`config.mk`:
```
export PLATFORM = sky130hd
export DESIGN_NAME = pfhc_host
export DESIGN_NICKNAME = d
export VERILOG_FILES = /design/src/hw/pfhc_pkg.sv /design/src/hw/pfhc_host.sv
export SDC_FILE = /design/constraint.sdc
export NUM_CORES = 1
export LEC_CHECK = 0
export BUFFER_PORTS_ARGS = -buffer_cell sky130_fd_sc_hd__buf_4
export CAP_MARGIN = 20
export CELL_PAD_IN_SITES_DETAIL_PLACEMENT = 0
export CELL_PAD_IN_SITES_GLOBAL_PLACEMENT = 1
export CORE_ASPECT_RATIO = 1.75
export CORE_UTILIZATION = 38
export DETAILED_ROUTE_END_ITERATION = 8
export PLACE_DENSITY_LB_ADDON = 0.1
export SLEW_MARGIN = 25
export SYNTH_ARGS = -nofsm -noshare
export SYNTH_HDL_FRONTEND = slang
export SYNTH_SLANG_ARGS = --single-unit
```
`constraint.sdc`:
```
create_clock -name MCLK -period 5.38 [get_ports MCLK]
set_input_delay 0 -clock MCLK [delete_from_list [all_inputs] [get_ports MCLK]]
set_output_delay 0 -clock MCLK [all_outputs]
set_load 0.01 [all_outputs]
```
`src/hw/pfhc_pkg.sv`:
```
// Package of timing constants, types and pin groups for the parallel flash host controller.
package pfhc_pkg;
	localparam int CLK_PERIOD_NS        = 5;
	localparam int ADDRESS_ACCESS_NS    = 90;
	localparam int SELECT_ACCESS_NS     = 90;
	localparam int WRITE_PULSE_NS       = 45;
	localparam int WRITE_RECOVER_NS     = 30;
	localparam int RESET_PULSE_MIN_NS   = 500;
	localparam int RESET_TO_READ_NS     = 200;
	localparam int ACCESS_CYC    = (ADDRESS_ACCESS_NS + CLK_PERIOD_NS - 1) / CLK_PERIOD_NS;
	localparam int SELECT_CYC    = (SELECT_ACCESS_NS + CLK_PERIOD_NS - 1) / CLK_PERIOD_NS;
	localparam int WPULSE_CYC    = (WRITE_PULSE_NS + CLK_PERIOD_NS - 1) / CLK_PERIOD_NS;
	localparam int WRECOV_CYC    = (WRITE_RECOVER_NS + CLK_PERIOD_NS - 1) / CLK_PERIOD_NS;
	localparam int RPULSE_CYC    = (RESET_PULSE_MIN_NS + CLK_PERIOD_NS - 1) / CLK_PERIOD_NS;
	localparam int RREAD_CYC     = (RESET_TO_READ_NS + CLK_PERIOD_NS - 1) / CLK_PERIOD_NS;
	localparam int CNT_W         = 8;
	localparam logic [15:0] DATA_RESET = 16'h0000;
	localparam logic [18:0] ADDR_RESET = 19'h0_0000;

	typedef enum logic [1:0] {
		PFHC_OP_READ,
		PFHC_OP_WRITE,
		PFHC_OP_RESET
	} pfhc_op_t;

	typedef struct packed {
		logic        valid;
		pfhc_op_t    op;
		logic        byte_mode;
		logic [18:0] addr;
		logic        byte_lsb;
		logic [15:0] wdata;
	} pfhc_req_t;

	typedef struct packed {
		logic        valid;
		logic [15:0] rdata;
	} pfhc_rsp_t;

	typedef struct packed {
		logic        chip_sel_n;
		logic        out_gate_n;
		logic        write_strobe_n;
		logic        reset_n;
		logic        byte_sel_n;
		logic [18:0] addr;
		logic [15:0] dq_out;
		logic [15:0] dq_oe;
	} pfhc_pins_t;
endpackage

```
`src/hw/pfhc_host.sv`:
```
// Host controller that drives a parallel NOR flash through its bus pins.
module pfhc_host
	import pfhc_pkg::*;
(
	input  wire logic             MCLK,
	input  wire logic             RESET_N,
	// Command port.
	input  wire pfhc_pkg::pfhc_req_t REQ,
	output logic                  REQ_READY,
	output pfhc_pkg::pfhc_rsp_t   RSP,
	// Flash pins.
	output pfhc_pkg::pfhc_pins_t  PINS,
	input  wire logic [15:0]      DQ_IN,
	input  wire logic             READY_BUSY_N
);
	import pfhc_pkg::*;

	typedef enum logic [2:0] {
		S_IDLE,
		S_READ,
		S_WSETUP,
		S_WPULSE,
		S_WRECOV,
		S_RPULSE,
		S_RWAIT
	} pfhc_state_t;

	typedef struct packed {
		pfhc_state_t state;
		logic [CNT_W-1:0] cnt;
		pfhc_pins_t  pins;
		pfhc_rsp_t   rsp;
	} pfhc_st_t;

	pfhc_st_t st_q;
	pfhc_st_t st_d;

	assign REQ_READY = (st_q.state == S_IDLE);
	assign PINS      = st_q.pins;
	assign RSP       = st_q.rsp;

	always_comb begin
		st_d           = st_q;
		st_d.rsp.valid = 1'b0;
		unique case (st_q.state)
			S_IDLE: begin
				// Parked pins leave the device in standby with its outputs floating.
				st_d.pins.chip_sel_n     = 1'b1;
				st_d.pins.out_gate_n     = 1'b1;
				st_d.pins.write_strobe_n = 1'b1;
				st_d.pins.dq_oe          = 16'h0000;
				if (REQ.valid) begin
					st_d.pins.addr      = REQ.addr;
					st_d.pins.byte_sel_n = ~REQ.byte_mode;
					if (REQ.byte_mode) begin
						// The top data pin carries the byte address bit in byte mode.
						st_d.pins.dq_out = {REQ.byte_lsb, 7'h00, REQ.wdata[7:0]};
						st_d.pins.dq_oe  = 16'h8000;
					end else begin
						st_d.pins.dq_out = REQ.wdata;
					end
					unique case (REQ.op)
						PFHC_OP_READ: begin
							// Select and gate low, strobe high; no command precedes.
							st_d.pins.chip_sel_n = 1'b0;
							st_d.pins.out_gate_n = 1'b0;
							// Worst of select and address access covers standby exit.
							st_d.cnt   = CNT_W'(SELECT_CYC > ACCESS_CYC ? SELECT_CYC : ACCESS_CYC);
							st_d.state = S_READ;
						end
						PFHC_OP_WRITE: begin
							// Gate stays high during writes.
							st_d.pins.chip_sel_n = 1'b0;
							st_d.cnt   = CNT_W'(1);
							st_d.state = S_WSETUP;
						end
						PFHC_OP_RESET: begin
							st_d.pins.reset_n = 1'b0;
							st_d.cnt   = CNT_W'(RPULSE_CYC);
							st_d.state = S_RPULSE;
						end
						default: st_d.state = S_IDLE;
					endcase
				end
			end
			S_READ: begin
				// Array, identifier and status reads all share this timing.
				st_d.cnt = st_q.cnt - CNT_W'(1);
				if (st_q.cnt == CNT_W'(1)) begin
					st_d.rsp.valid = 1'b1;
					st_d.rsp.rdata = st_q.pins.byte_sel_n ? DQ_IN : {8'h00, DQ_IN[7:0]};
					st_d.state     = S_IDLE;
				end
			end
			S_WSETUP: begin
				// Address is set before the strobe falls; data is driven.
				if (st_q.pins.byte_sel_n)
					st_d.pins.dq_oe = 16'hFFFF;
				else
					st_d.pins.dq_oe = 16'h80FF;
				st_d.pins.write_strobe_n = 1'b0;
				st_d.cnt   = CNT_W'(WPULSE_CYC);
				st_d.state = S_WPULSE;
			end
			S_WPULSE: begin
				st_d.cnt = st_q.cnt - CNT_W'(1);
				if (st_q.cnt == CNT_W'(1)) begin
					// Strobe rises first, so data is latched while still held.
					st_d.pins.write_strobe_n = 1'b1;
					st_d.cnt   = CNT_W'(WRECOV_CYC);
					st_d.state = S_WRECOV;
				end
			end
			S_WRECOV: begin
				st_d.pins.chip_sel_n = 1'b1;
				st_d.cnt = st_q.cnt - CNT_W'(1);
				if (st_q.cnt == CNT_W'(1)) begin
					st_d.pins.dq_oe = 16'h0000;
					st_d.state      = S_IDLE;
				end
			end
			S_RPULSE: begin
				st_d.cnt = st_q.cnt - CNT_W'(1);
				if (st_q.cnt == CNT_W'(1)) begin
					st_d.pins.reset_n = 1'b1;
					st_d.cnt   = CNT_W'(RREAD_CYC);
					st_d.state = S_RWAIT;
				end
			end
			S_RWAIT: begin
				// Also wait for ready, since a cut operation holds busy low.
				if (st_q.cnt != CNT_W'(0))
					st_d.cnt = st_q.cnt - CNT_W'(1);
				else if (READY_BUSY_N)
					st_d.state = S_IDLE; // Software reissues cut operations.
			end
			default: st_d.state = S_IDLE;
		endcase
	end

	always_ff @(posedge MCLK) begin
		if (!RESET_N) begin
			st_q.state               <= S_IDLE;
			st_q.cnt                 <= '0;
			st_q.pins.chip_sel_n     <= 1'b1;
			st_q.pins.out_gate_n     <= 1'b1;
			st_q.pins.write_strobe_n <= 1'b1;
			st_q.pins.reset_n        <= 1'b1;
			st_q.pins.byte_sel_n     <= 1'b1;
			st_q.pins.addr           <= ADDR_RESET;
			st_q.pins.dq_out         <= DATA_RESET;
			st_q.pins.dq_oe          <= 16'h0000;
			st_q.rsp                 <= '0;
		end else begin
			st_q <= st_d;
		end
	end
endmodule

```
==> results of run 1 <==
sequential cells by signal, summed over array words and instances (netlist names):
register,count
RSP,17
st_q,11
PINS,43
report_power, final:
part / total [mW] / internal, mW / switching [mW] / leakage, nW
Combinational: 0.551 / 0.257 / 0.294 / 1.39
Sequential: 0.666 / 0.590 / 0.0760 / 0.580
Clock: 0.551 / 0.336 / 0.216 / 0.136
critical path, delay by kind of cell, from the launching register on:
| kind | cells | cell delay [ns] |
|---|---|---|
| AND/OR/NAND/NOR | 4 | 1.68 |
| adder cells (fa/ha/maj) | 1 | 0.13 |
| AO/OA/AOI/OAI | 1 | 0.17 |
| buffers and inverters | 1 | 0.09 |
| flip-flops | 1 | 0.33 |
layout by cell type (no fill, tap or decap), types with 6 or more instances in the layout:
cell type,netlist,routed
buf_4,75,135
nand2_1,101,101
dfxtp_1,71,71
a21oi_1,64,64
dlygate4sd3_1,0,55
nor2_1,18,18
o21ai_0,15,15
nand3_1,12,12
nand3b_1,9,9
clkbuf_16,0,9
inv_1,6,6
ha_1,6,6
cell families (layout without fill, tap and decap cells):
group | after synthesis | count (layout) | share of synthesized area, %
compound gates | 111 | 111 | 17.8
buf+inv | 108 | 213 | 19.3
xor+xnor | 2 | 2 | 0.482
mux | 2 | 2 | 0.551
simple gates | 163 | 163 | 20.7
fa+ha+maj | 6 | 6 | 2.07
flops | 71 | 71 | 39.1
layout make-up:
cell class | count | area [µm²]
fillers | 885 | 4200
repair buffers | 190 | 1560
multi-input cells | 284 | 1510
flip-flops and latches | 71 | 1420
clock buffers | 13 | 260
well taps | 120 | 150
inverters | 7 | 26.3
clock inverters | 3 | 17.5
worst paths after layout:
| kind | to | slack [ns] | cells after the start |
|---|---|---|---|
| hold / removal | PINS[54]$_SDFFE_PN1P_ | 0.03 | 4 |
| setup reg to reg | RSP[12]$_SDFFE_PN0P_ | 2.89 | 7 |
| setup / recovery | RSP[12]$_SDFFE_PN0P_ | 2.89 | 7 |
| hold reg to reg | RSP[4]$_SDFFE_PN0P_ | 0.45 | 2 |
layer usage:
metal  vias up  global-route usage, %
li1       1683                      -
met1      1528                   21.9
met2       108                   36.3
met3        15                   3.82
met4         0                   9.51
met5         -                      0
what timing repair did:
item	CTS	global route
setup endpoints to repair	0	0
hold buffers	55	0
endpoints found under the hold margin	55	0
stage by stage:
| step | hold slack [ns] | instance area (µm²) | setup WS, ns | utilization (%) |
|---|---|---|---|---|
| after CTS | 0.0269 | 4950 | 2.87 | 54.1 |
| after global routing | 0.0613 | 4950 | 2.59 | 54.1 |
| final | 0.0328 | 4950 | 2.89 | 54.1 |
| after global placement | 0.246 | 4120 | 2.94 | 45.1 |
| after detailed placement | 0.250 | 4120 | 2.90 | 45.1 |
| after floorplan | 0.124 | 3630 | 3.25 | - |
==> out/results.ini, run 1 <==
[status]
run_status=complete, no violations

[logic_synthesis]
share_of_synthesized_registers_carrying_an_async_set_or_reset_pct=0
synth_seq_cells=71
post_synth.cell_area_avg_um2=7.85
summed_instance_area_of_the_synthesized_netlist_mm2=0.00363
synth_sequential_area_ratio_pct=39.1
synth.area.top_cells=dfxtp_1 39%, buf_4 15%, nand2_1 10%
mappedNetlistNets=528
synth_cell_type_count=55
synthDominantAreaCellType=dfxtp_1
number_of_flops_mapped_to_enable_cells_by_yosys=0
synth_top_area_share_pct=39.1
synthTopCellsByCount=101 x nand2_1, 75 x buf_4, 71 x dfxtp_1, 64 x a21oi_1, 18 x nor2_1
synth-warning-count=0
dominantRegCellSynth=dfxtp_1
syn_inst=463
yosys.cell_count.top_type=nand2_1

[drt]
drc=0
detail_route.iter0.violations=144
drt_antenna_net_count=0
met3_length_um=414
dr.pass1.iters=4
dr.max_layer_used=met4
m1WireLength_mm=3.98
length_of_routed_met2_wiring_mm=5.11
drt_total_wl_mm=9.67
avgRoutedWirePerCell_um=14.1
vias_per_cell=4.85
vias=3334

[min_path]
class_of_the_tightest_hold_or_removal_check=input port to flip-flop
hold_path.startpoint=REQ[39]

[sta]
maximum_achievable_frequency_ghz=0.402
final.setup.tns_ns=0
timing.final.crit_period_ns=2.49
final.period_utilization_pct=46.2
setup_failing_eps_final=0
grt_setup_unrepaired=false
timing.max_slew.rel_slack_pct=37.4
timing.clock.skew_ns=0.00724
final_number_of_max_transition_violations=0
worstMarginPinSlew_ns=0.933
timing_hold_violations_final=0

[grt]
overflow=0
antenna_found_initial=0
global_route_wire_length_before_repair_mm=15.7
first_global_vias=3216
track_usage_pct=20.0
grt_start_max_net_pins=58

[power_and_ir_drop]
pwr_density_cell_mw_per_mm2=357
total_power_mw=1.77
maximum_vdd_drop_v=0.000217
leakage_power_nw=2.10

[clock_network]
clk_path_buf_depth=2
ctsRootBufferMaster=clkbuf_16
clock_tree_from_tritoncts=yes
path_clk_slew_ns=0.06
h-tree-depth=3
postCtsResizedCells=0
clock_insertion_delay_worst_skew_ns=0.33
post_cts_buffers=0
cts_buffers=9
clkSinkCount=71

[flow_run]
max_cap_violations=0

[die]
die-area_mm2=0.00998
coreArea_mm2=0.00915
die_x_um=75.9
initial_utilization_pct=39.7
design.portCount=133
die_h_um=131
row_count=46

[critical_path]
cp.required_ns=5.64
first_element_of_the_critical_path=st_q[74]$_SDFFE_PN0P_
cp-start-kind=flip-flop
worst_setup_path_end_kind=flip-flop
crit_chain=inv_1 > ha_1 > nor3b_1 > nand2_2 > nor3_2 > nand3_1 > a21oi_1
worst_r2r_startpoint=st_q[74]$_SDFFE_PN0P_
critPathMaxFanout=16
crit_path_max_incr_delay_ns=0.80
critPathArrivalTime_ns=2.74
crit_path_top_delay_cell=nor3_2
critical_path_class=flip-flop to flip-flop

[layout]
nNetsFinal=628
layout-drive-gt1-share_pct=28.0
non_filler_instance_count_after_layout=688
syn2layout_area_growth_pct=36.2
num_antenna_cells=0

[placement]
weighted_congestion_reported_at_the_end_of_routability_driven_placement=0.825
placed_instances=617
detailed_place_hpwl_mm=6.58
place.port_buffers=132

(Power assumes the default switching activity.)
==> run 2, diff against run 1 <==
- CORE_UTILIZATION: 38 -> 32
- clock period: 5.38 -> 2.15 ns (I/O delays scaled with it)
==> run 2 against run 1 <==
  * Setup slack got worse by 2.8 ns
  * Combinational power increased to 2.8 times the previous value
  * Fmax increased by 21%
  * Clock-buffer cell count decreased by 2
  * Sequential share of layout area decreased by 1.0 points
==> out/results.ini, run 2 (synthesized netlist as in run 1, its figures left out) <==
[status]
run_status=complete, no violations

[grt]
first_global_vias=3205  ; -0.34%
antenna_found_initial=0  ; unchanged
overflow=0  ; unchanged
global_route_wire_length_before_repair_mm=15.9  ; +1.3%
grt_start_max_net_pins=37  ; -36%
track_usage_pct=18.3  ; -1.6 points

[drt]
avgRoutedWirePerCell_um=14.9  ; +5.9%
drt_total_wl_mm=10.7  ; +10%
drc=0  ; unchanged
drt_antenna_net_count=0  ; unchanged
dr.pass1.iters=4  ; unchanged
vias_per_cell=4.79  ; -1.2%
vias=3429  ; +2.8%
detail_route.iter0.violations=140  ; -2.8%

[layout]
non_filler_instance_count_after_layout=716  ; +4.1%
multi_input_comb_area_mm2=0.00152  ; +0.33%
nNetsFinal=644  ; +2.5%
final_common_cell=buf_4
largest_register_ffs=43  ; unchanged
layout-drive-gt1-share_pct=30.7  ; +2.7 points
filler_cell_count=1132  ; +28%
area.sequential_mm2=0.00142  ; unchanged
num_antenna_cells=0  ; unchanged
syn2layout_area_growth_pct=41.2
final_cell_mix=151 x buf_4, 101 x nand2_1, 71 x dfxtp_1
final_util_pct=46.2  ; -7.9 points

[sta]
final_number_of_max_transition_violations=0  ; unchanged
final.period_utilization_pct=95.5  ; +49 points
final.setup.tns_ns=0  ; unchanged
maximum_achievable_frequency_ghz=0.487  ; +21%
worstMarginPinSlew_ns=0.634  ; -0.299 ns
timing.max_slew.rel_slack_pct=57.5  ; +20 points
timing.final.crit_period_ns=2.05  ; -0.433 ns
setup_failing_eps_final=0  ; unchanged
timing.clock.skew_ns=0.00814  ; +0.000896 ns
timing_hold_violations_final=0  ; unchanged
holdWs_ns=0.0256  ; -0.00721 ns
grt_setup_unrepaired=false

[placement]
place.port_buffers=132  ; unchanged
placed_instances=646  ; +4.7%
detailed_place_hpwl_mm=7.53  ; +14%
weighted_congestion_reported_at_the_end_of_routability_driven_placement=0.823  ; -0.22%

[power_and_ir_drop]
power_frac_seq_pct=34.6  ; -3.1 points
sw_frac_of_total_pct=32.7  ; -0.40 points
pwr_density_cell_mw_per_mm2=923  ; +160%
leakage_power_nw=2.21  ; +4.8%
share_clk_of_total_power_pct=32.3  ; +1.1 points
cell_internal_power_mw=3.19  ; +170%
maximum_vdd_drop_v=0.000548  ; +150%
share_comb_of_total_power_pct=33.1  ; +2.0 points
net_switching_power_mw=1.55  ; +160%
total_power_mw=4.74  ; +170%

[clock_network]
clkSinkCount=71  ; unchanged
path_clk_slew_ns=0.06  ; about the same
cts_buffers=9  ; unchanged
clock_tree_from_tritoncts=yes
clk_path_buf_depth=2  ; unchanged
ctsRootBufferMaster=clkbuf_16
clock_insertion_delay_worst_skew_ns=0.33  ; about the same
h-tree-depth=3  ; unchanged

[die]
die_h_um=143  ; +8.8%
design.portCount=133  ; unchanged
row_count=51  ; +11%
coreArea_mm2=0.0111  ; +21%
die-area_mm2=0.0118  ; +18%
initial_utilization_pct=32.7  ; -7.0 points
die_x_um=82.6  ; +8.7%

[critical_path]
crit_path_top_delay_cell=or3b_2
crit_chain=inv_1 > ha_1 > or3b_2 > or3_4 > and2_4 > mux2i_1 > a21oi_1
critical_path_class=flip-flop to flip-flop
timing.critical_path.buf_inv=1  ; unchanged
cp-start-kind=flip-flop
cp.required_ns=2.34  ; -3.30 ns
crit_path_max_incr_delay_ns=0.46  ; -0.34 ns
worst_setup_path_end_kind=flip-flop
critPathArrivalTime_ns=2.25  ; -0.49 ns
critPathMaxFanout=12  ; -4
path_delay_family=simple AND/OR/NAND/NOR gates

[min_path]
class_of_the_tightest_hold_or_removal_check=input port to flip-flop

[flow_run]
max_cap_violations=0  ; unchanged

## run 2: cell type report
| type | instances | area share, % |
|---|---|---|
| clock inverters | 5 | 1.10 |
| repair buffers | 206 | 33.0 |
| multi-input cells | 284 | 29.5 |
| clock buffers | 11 | 4.92 |
| flip-flops and latches | 71 | 27.7 |
| inverters | 7 | 0.512 |
| well taps | 132 | 3.22 |
## run 2: final timing paths
kind	from	endpoint	slack (ns)	cells past startpoint
max	st_q[73]$_SDFFE_PN0P_	st_q[77]$_SDFFE_PN0P_	0.1	7
min reg2reg	PINS[28]$_SDFFE_PN0P_	PINS[28]$_SDFFE_PN0P_	0.45	2
min	REQ[15]	PINS[31]$_SDFFE_PN0P_	0.03	3
max reg2reg	st_q[73]$_SDFFE_PN0P_	st_q[77]$_SDFFE_PN0P_	0.1	7
## run 2: through the flow
stage          setup slack [ns]  area [µm²]
2_1_floorplan            0.0204        3630
3_3_place_gp              0.149        4280
3_5_place_dp              0.117        4280
4_1_cts                   0.105        5130
5_1_grt                  0.0114        5130
6_report                 0.0973        5130
## run 2: timing repair
item                       in CTS  in global routing
setup endpoints to repair       0                 19
setup buffers                   0                  0
resized for setup               0                  4
hold buffers                   54                  0
hold endpoints to repair       54                  0
## run 2: power groups by stage
| stage | logic [mW] | registers [mW] | clock network, mW |
|---|---|---|---|
| 2_1_floorplan | 1.07 | 1.60 | 0 |
| 3_3_place_gp | 1.48 | 1.66 | 0 |
| 3_5_place_dp | 1.48 | 1.67 | 0 |
| 4_1_cts | 1.57 | 1.64 | 1.58 |
| 5_1_grt | 1.73 | 1.66 | 1.64 |
| 6_report | 1.57 | 1.64 | 1.53 |
## run 2: worst min-delay path, delay by kind of cell
kind | cells | cell delay (ns)
compound gates | 1 | 0.08
mux | 1 | 0.12
buf+inv | 1 | 0.10
## run 2: per-layer routing
layer  vias to the layer above  GRT usage [%]  part of all wire, %
met2                       119           32.4                   52
li1                       1716              -                    -
met3                        27           4.60                  5.5
met5                         -              0                    0
met1                      1567           19.3                   39
met4                         0           9.80                  3.4
==> run 3, diff against run 2 <==
- ABC_AREA: not set -> 0
- CORE_UTILIZATION: 32 -> 35
- clock period: 2.15 -> 2.1 ns (I/O delays scaled with it)
==> run 3 against run 2 <==
  * Non-clock buffer count increased by 2
  * Combinational power barely moved
  * Clock power up 7%
  * Via count fell by 0.52%
  * Highest routed layer unchanged
==> out/results.ini, run 3 (synthesized netlist as in run 1, its figures left out) <==
[grt]
overflow=0  ; unchanged
grt_use_met2_pct=33.0  ; +0.64 points
grt_use_met1_pct=21.0  ; +1.7 points
met3_usage_pct=3.73  ; -0.87 points
grt_start_max_net_pins=33  ; -11%
global_route.peak_usage_layer=met2
track_usage_pct=18.9  ; +0.53 points
global_route_wire_length_before_repair_mm=15.7  ; -1.3%
first_global_vias=3297  ; +2.9%
antenna_found_initial=0  ; unchanged

[sta]
final.period_utilization_pct=94.0  ; -1.5 points
grt_setup_unrepaired=false
timing.max_slew.rel_slack_pct=69.9  ; +12 points
timing_hold_violations_final=0  ; unchanged
maximum_achievable_frequency_ghz=0.507  ; +4.0%
holdWs_ns=0.0249  ; -0.000762 ns
worstMarginPinSlew_ns=0.451  ; -0.183 ns
setup_failing_eps_final=0  ; unchanged
timing.final.crit_period_ns=1.97  ; -0.0794 ns
timing.clock.skew_ns=0.00528  ; -0.00286 ns
final.setup.tns_ns=0  ; unchanged
final_number_of_max_transition_violations=0  ; unchanged

[die]
design.portCount=133  ; unchanged
die-area_mm2=0.0108  ; -8.4%
die_x_um=79.0  ; -4.3%
row_count=48  ; -5.9%
die_h_um=137  ; -4.3%
coreArea_mm2=0.00997  ; -10%
initial_utilization_pct=36.5  ; +3.7 points

[clock_network]
path_clk_slew_ns=0.06  ; about the same
clk_path_buf_depth=2  ; unchanged
h-tree-depth=3  ; unchanged
ctsRootBufferMaster=clkbuf_16
cts_buffers=9  ; unchanged
clock_insertion_delay_worst_skew_ns=0.33  ; about the same
clkSinkCount=71  ; unchanged
clock_tree_from_tritoncts=yes

[drt]
vias=3411  ; -0.52%
dr.pass1.iters=4  ; unchanged
detail_route.iter0.violations=91  ; -35%
drt_antenna_net_count=0  ; unchanged
vias_per_cell=4.80  ; +0.17%
drt_total_wl_mm=9.89  ; -7.2%
drc=0  ; unchanged
avgRoutedWirePerCell_um=13.9  ; -6.6%

[min_path]
hold_path.startpoint=REQ[39]
min_delay_path_depth=4  ; +1
hold_path_end=PINS[54]$_SDFFE_PN1P_
class_of_the_tightest_hold_or_removal_check=input port to flip-flop

[layout]
final_cell_mix=152 x buf_4, 101 x nand2_1, 71 x dfxtp_1
syn2layout_area_growth_pct=41.8
num_antenna_cells=0  ; unchanged
layout-drive-gt1-share_pct=30.9  ; +0.24 points
filler_cell_count=980  ; -13%
multi_input_comb_area_mm2=0.00152  ; unchanged
largest_register_ffs=43  ; unchanged
final_common_cell=buf_4
area.sequential_mm2=0.00142  ; unchanged
nNetsFinal=646  ; +0.31%

[critical_path]
worst_r2r_startpoint=st_q[82]$_SDFFE_PN0P_
worst_r2r_endpoint=PINS[55]$_SDFFE_PN1P_
cp.required_ns=2.37  ; +0.03 ns
critical_path_class=flip-flop to flip-flop
critPathArrivalTime_ns=2.24  ; about the same
critPathMaxFanout=26  ; +14
first_element_of_the_critical_path=st_q[82]$_SDFFE_PN0P_
cp-start-kind=flip-flop
worst_setup_path_end_kind=flip-flop
reg2reg_slack_ns=0.13  ; +0.03 ns
ff2ff_path_depth=7  ; unchanged

[power_and_ir_drop]
maximum_vdd_drop_v=0.000527  ; -3.9%
pwr_density_cell_mw_per_mm2=950  ; +3.0%
leakage_power_nw=2.22  ; +0.77%

[placement]
weighted_congestion_reported_at_the_end_of_routability_driven_placement=0.810  ; -1.6%
place.port_buffers=132  ; unchanged
detailed_place_hpwl_mm=7.06  ; -6.3%

[status]
run_status=complete, no violations

[flow_run]
max_cap_violations=0  ; unchanged

## run 3: cell count changes in the layout (fill, tap and decap cells not counted), sizes merged
cell         previous run  this run
buf                   152       153
dlygate4sd3            54        55
clkbuf                 11        10
clkinvlp                1         0
bufinv                  1         2
clkinv                  4         5
## run 3: critical path, cell delays in order (launching register included)
cell and delay [ns]:
dfxtp_1 0.54, nor3_2 0.07, buf_4 0.17, nand2_1 0.11, buf_4 0.29, o22ai_1 0.13, nand2_1 0.07, dlygate4sd3_1 0.53
## run 3: worst max-delay path by stage
stage	cells past startpoint	endpoint	slack (ns)
after floorplan	8	st_q[74]$_SDFFE_PN0P_	0.07
after global placement	8	RSP[2]$_SDFFE_PN0P_	0.16
after detailed placement	7	st_q[80]$_SDFFE_PN0P_	0.14
after CTS	7	PINS[55]$_SDFFE_PN1P_	0.12
after global routing	7	st_q[77]$_SDFFE_PN0P_	0.006
final	7	PINS[55]$_SDFFE_PN1P_	0.13
## run 3: stage by stage
stage                     power [mW]  cells  area, µm²  setup slack (ns)  utilization (%)
after floorplan                 2.76    463       3650            0.0747                -
after global placement          3.21    640       4280             0.164             42.9
after detailed placement        3.22    640       4280             0.144             42.9
after CTS                       4.96    711       5150             0.115             51.7
after global routing            5.19    711       5150           0.00616             51.7
final                           4.90    711       5150             0.127             51.7
## run 3: cell type report
| type | instances | share of cell area (%) |
|---|---|---|
| clock inverters | 6 | 1.63 |
| repair buffers | 208 | 33.2 |
| inverters | 7 | 0.510 |
| clock buffers | 10 | 4.64 |
| multi-input cells | 284 | 29.4 |
| well taps | 125 | 3.03 |
| flip-flops and latches | 71 | 27.6 |
## run 3: timing repair
| item | CTS | global route |
|---|---|---|
| resized for setup | 0 | 1 |
| hold endpoints to repair | 55 | 0 |
| buffers inserted | 0 | 0 |
| hold buffers | 55 | 0 |
| setup endpoints to repair | 0 | 1 |
## run 3: power by group
part           total, mW  switching (mW)  leakage, nW  internal [mW]
Sequential          1.67           0.161        0.580           1.51
Combinational       1.60           0.827         1.48          0.772
Clock               1.63           0.561        0.162           1.07
Total               4.90            1.55         2.22           3.35
## run 3: per-layer routing
layer	wire length [µm]	vias to the layer above
met1	3930	1558
met2	5180	109
met3	463	20
li1	-	1724
met5	0	-
met4	318	0
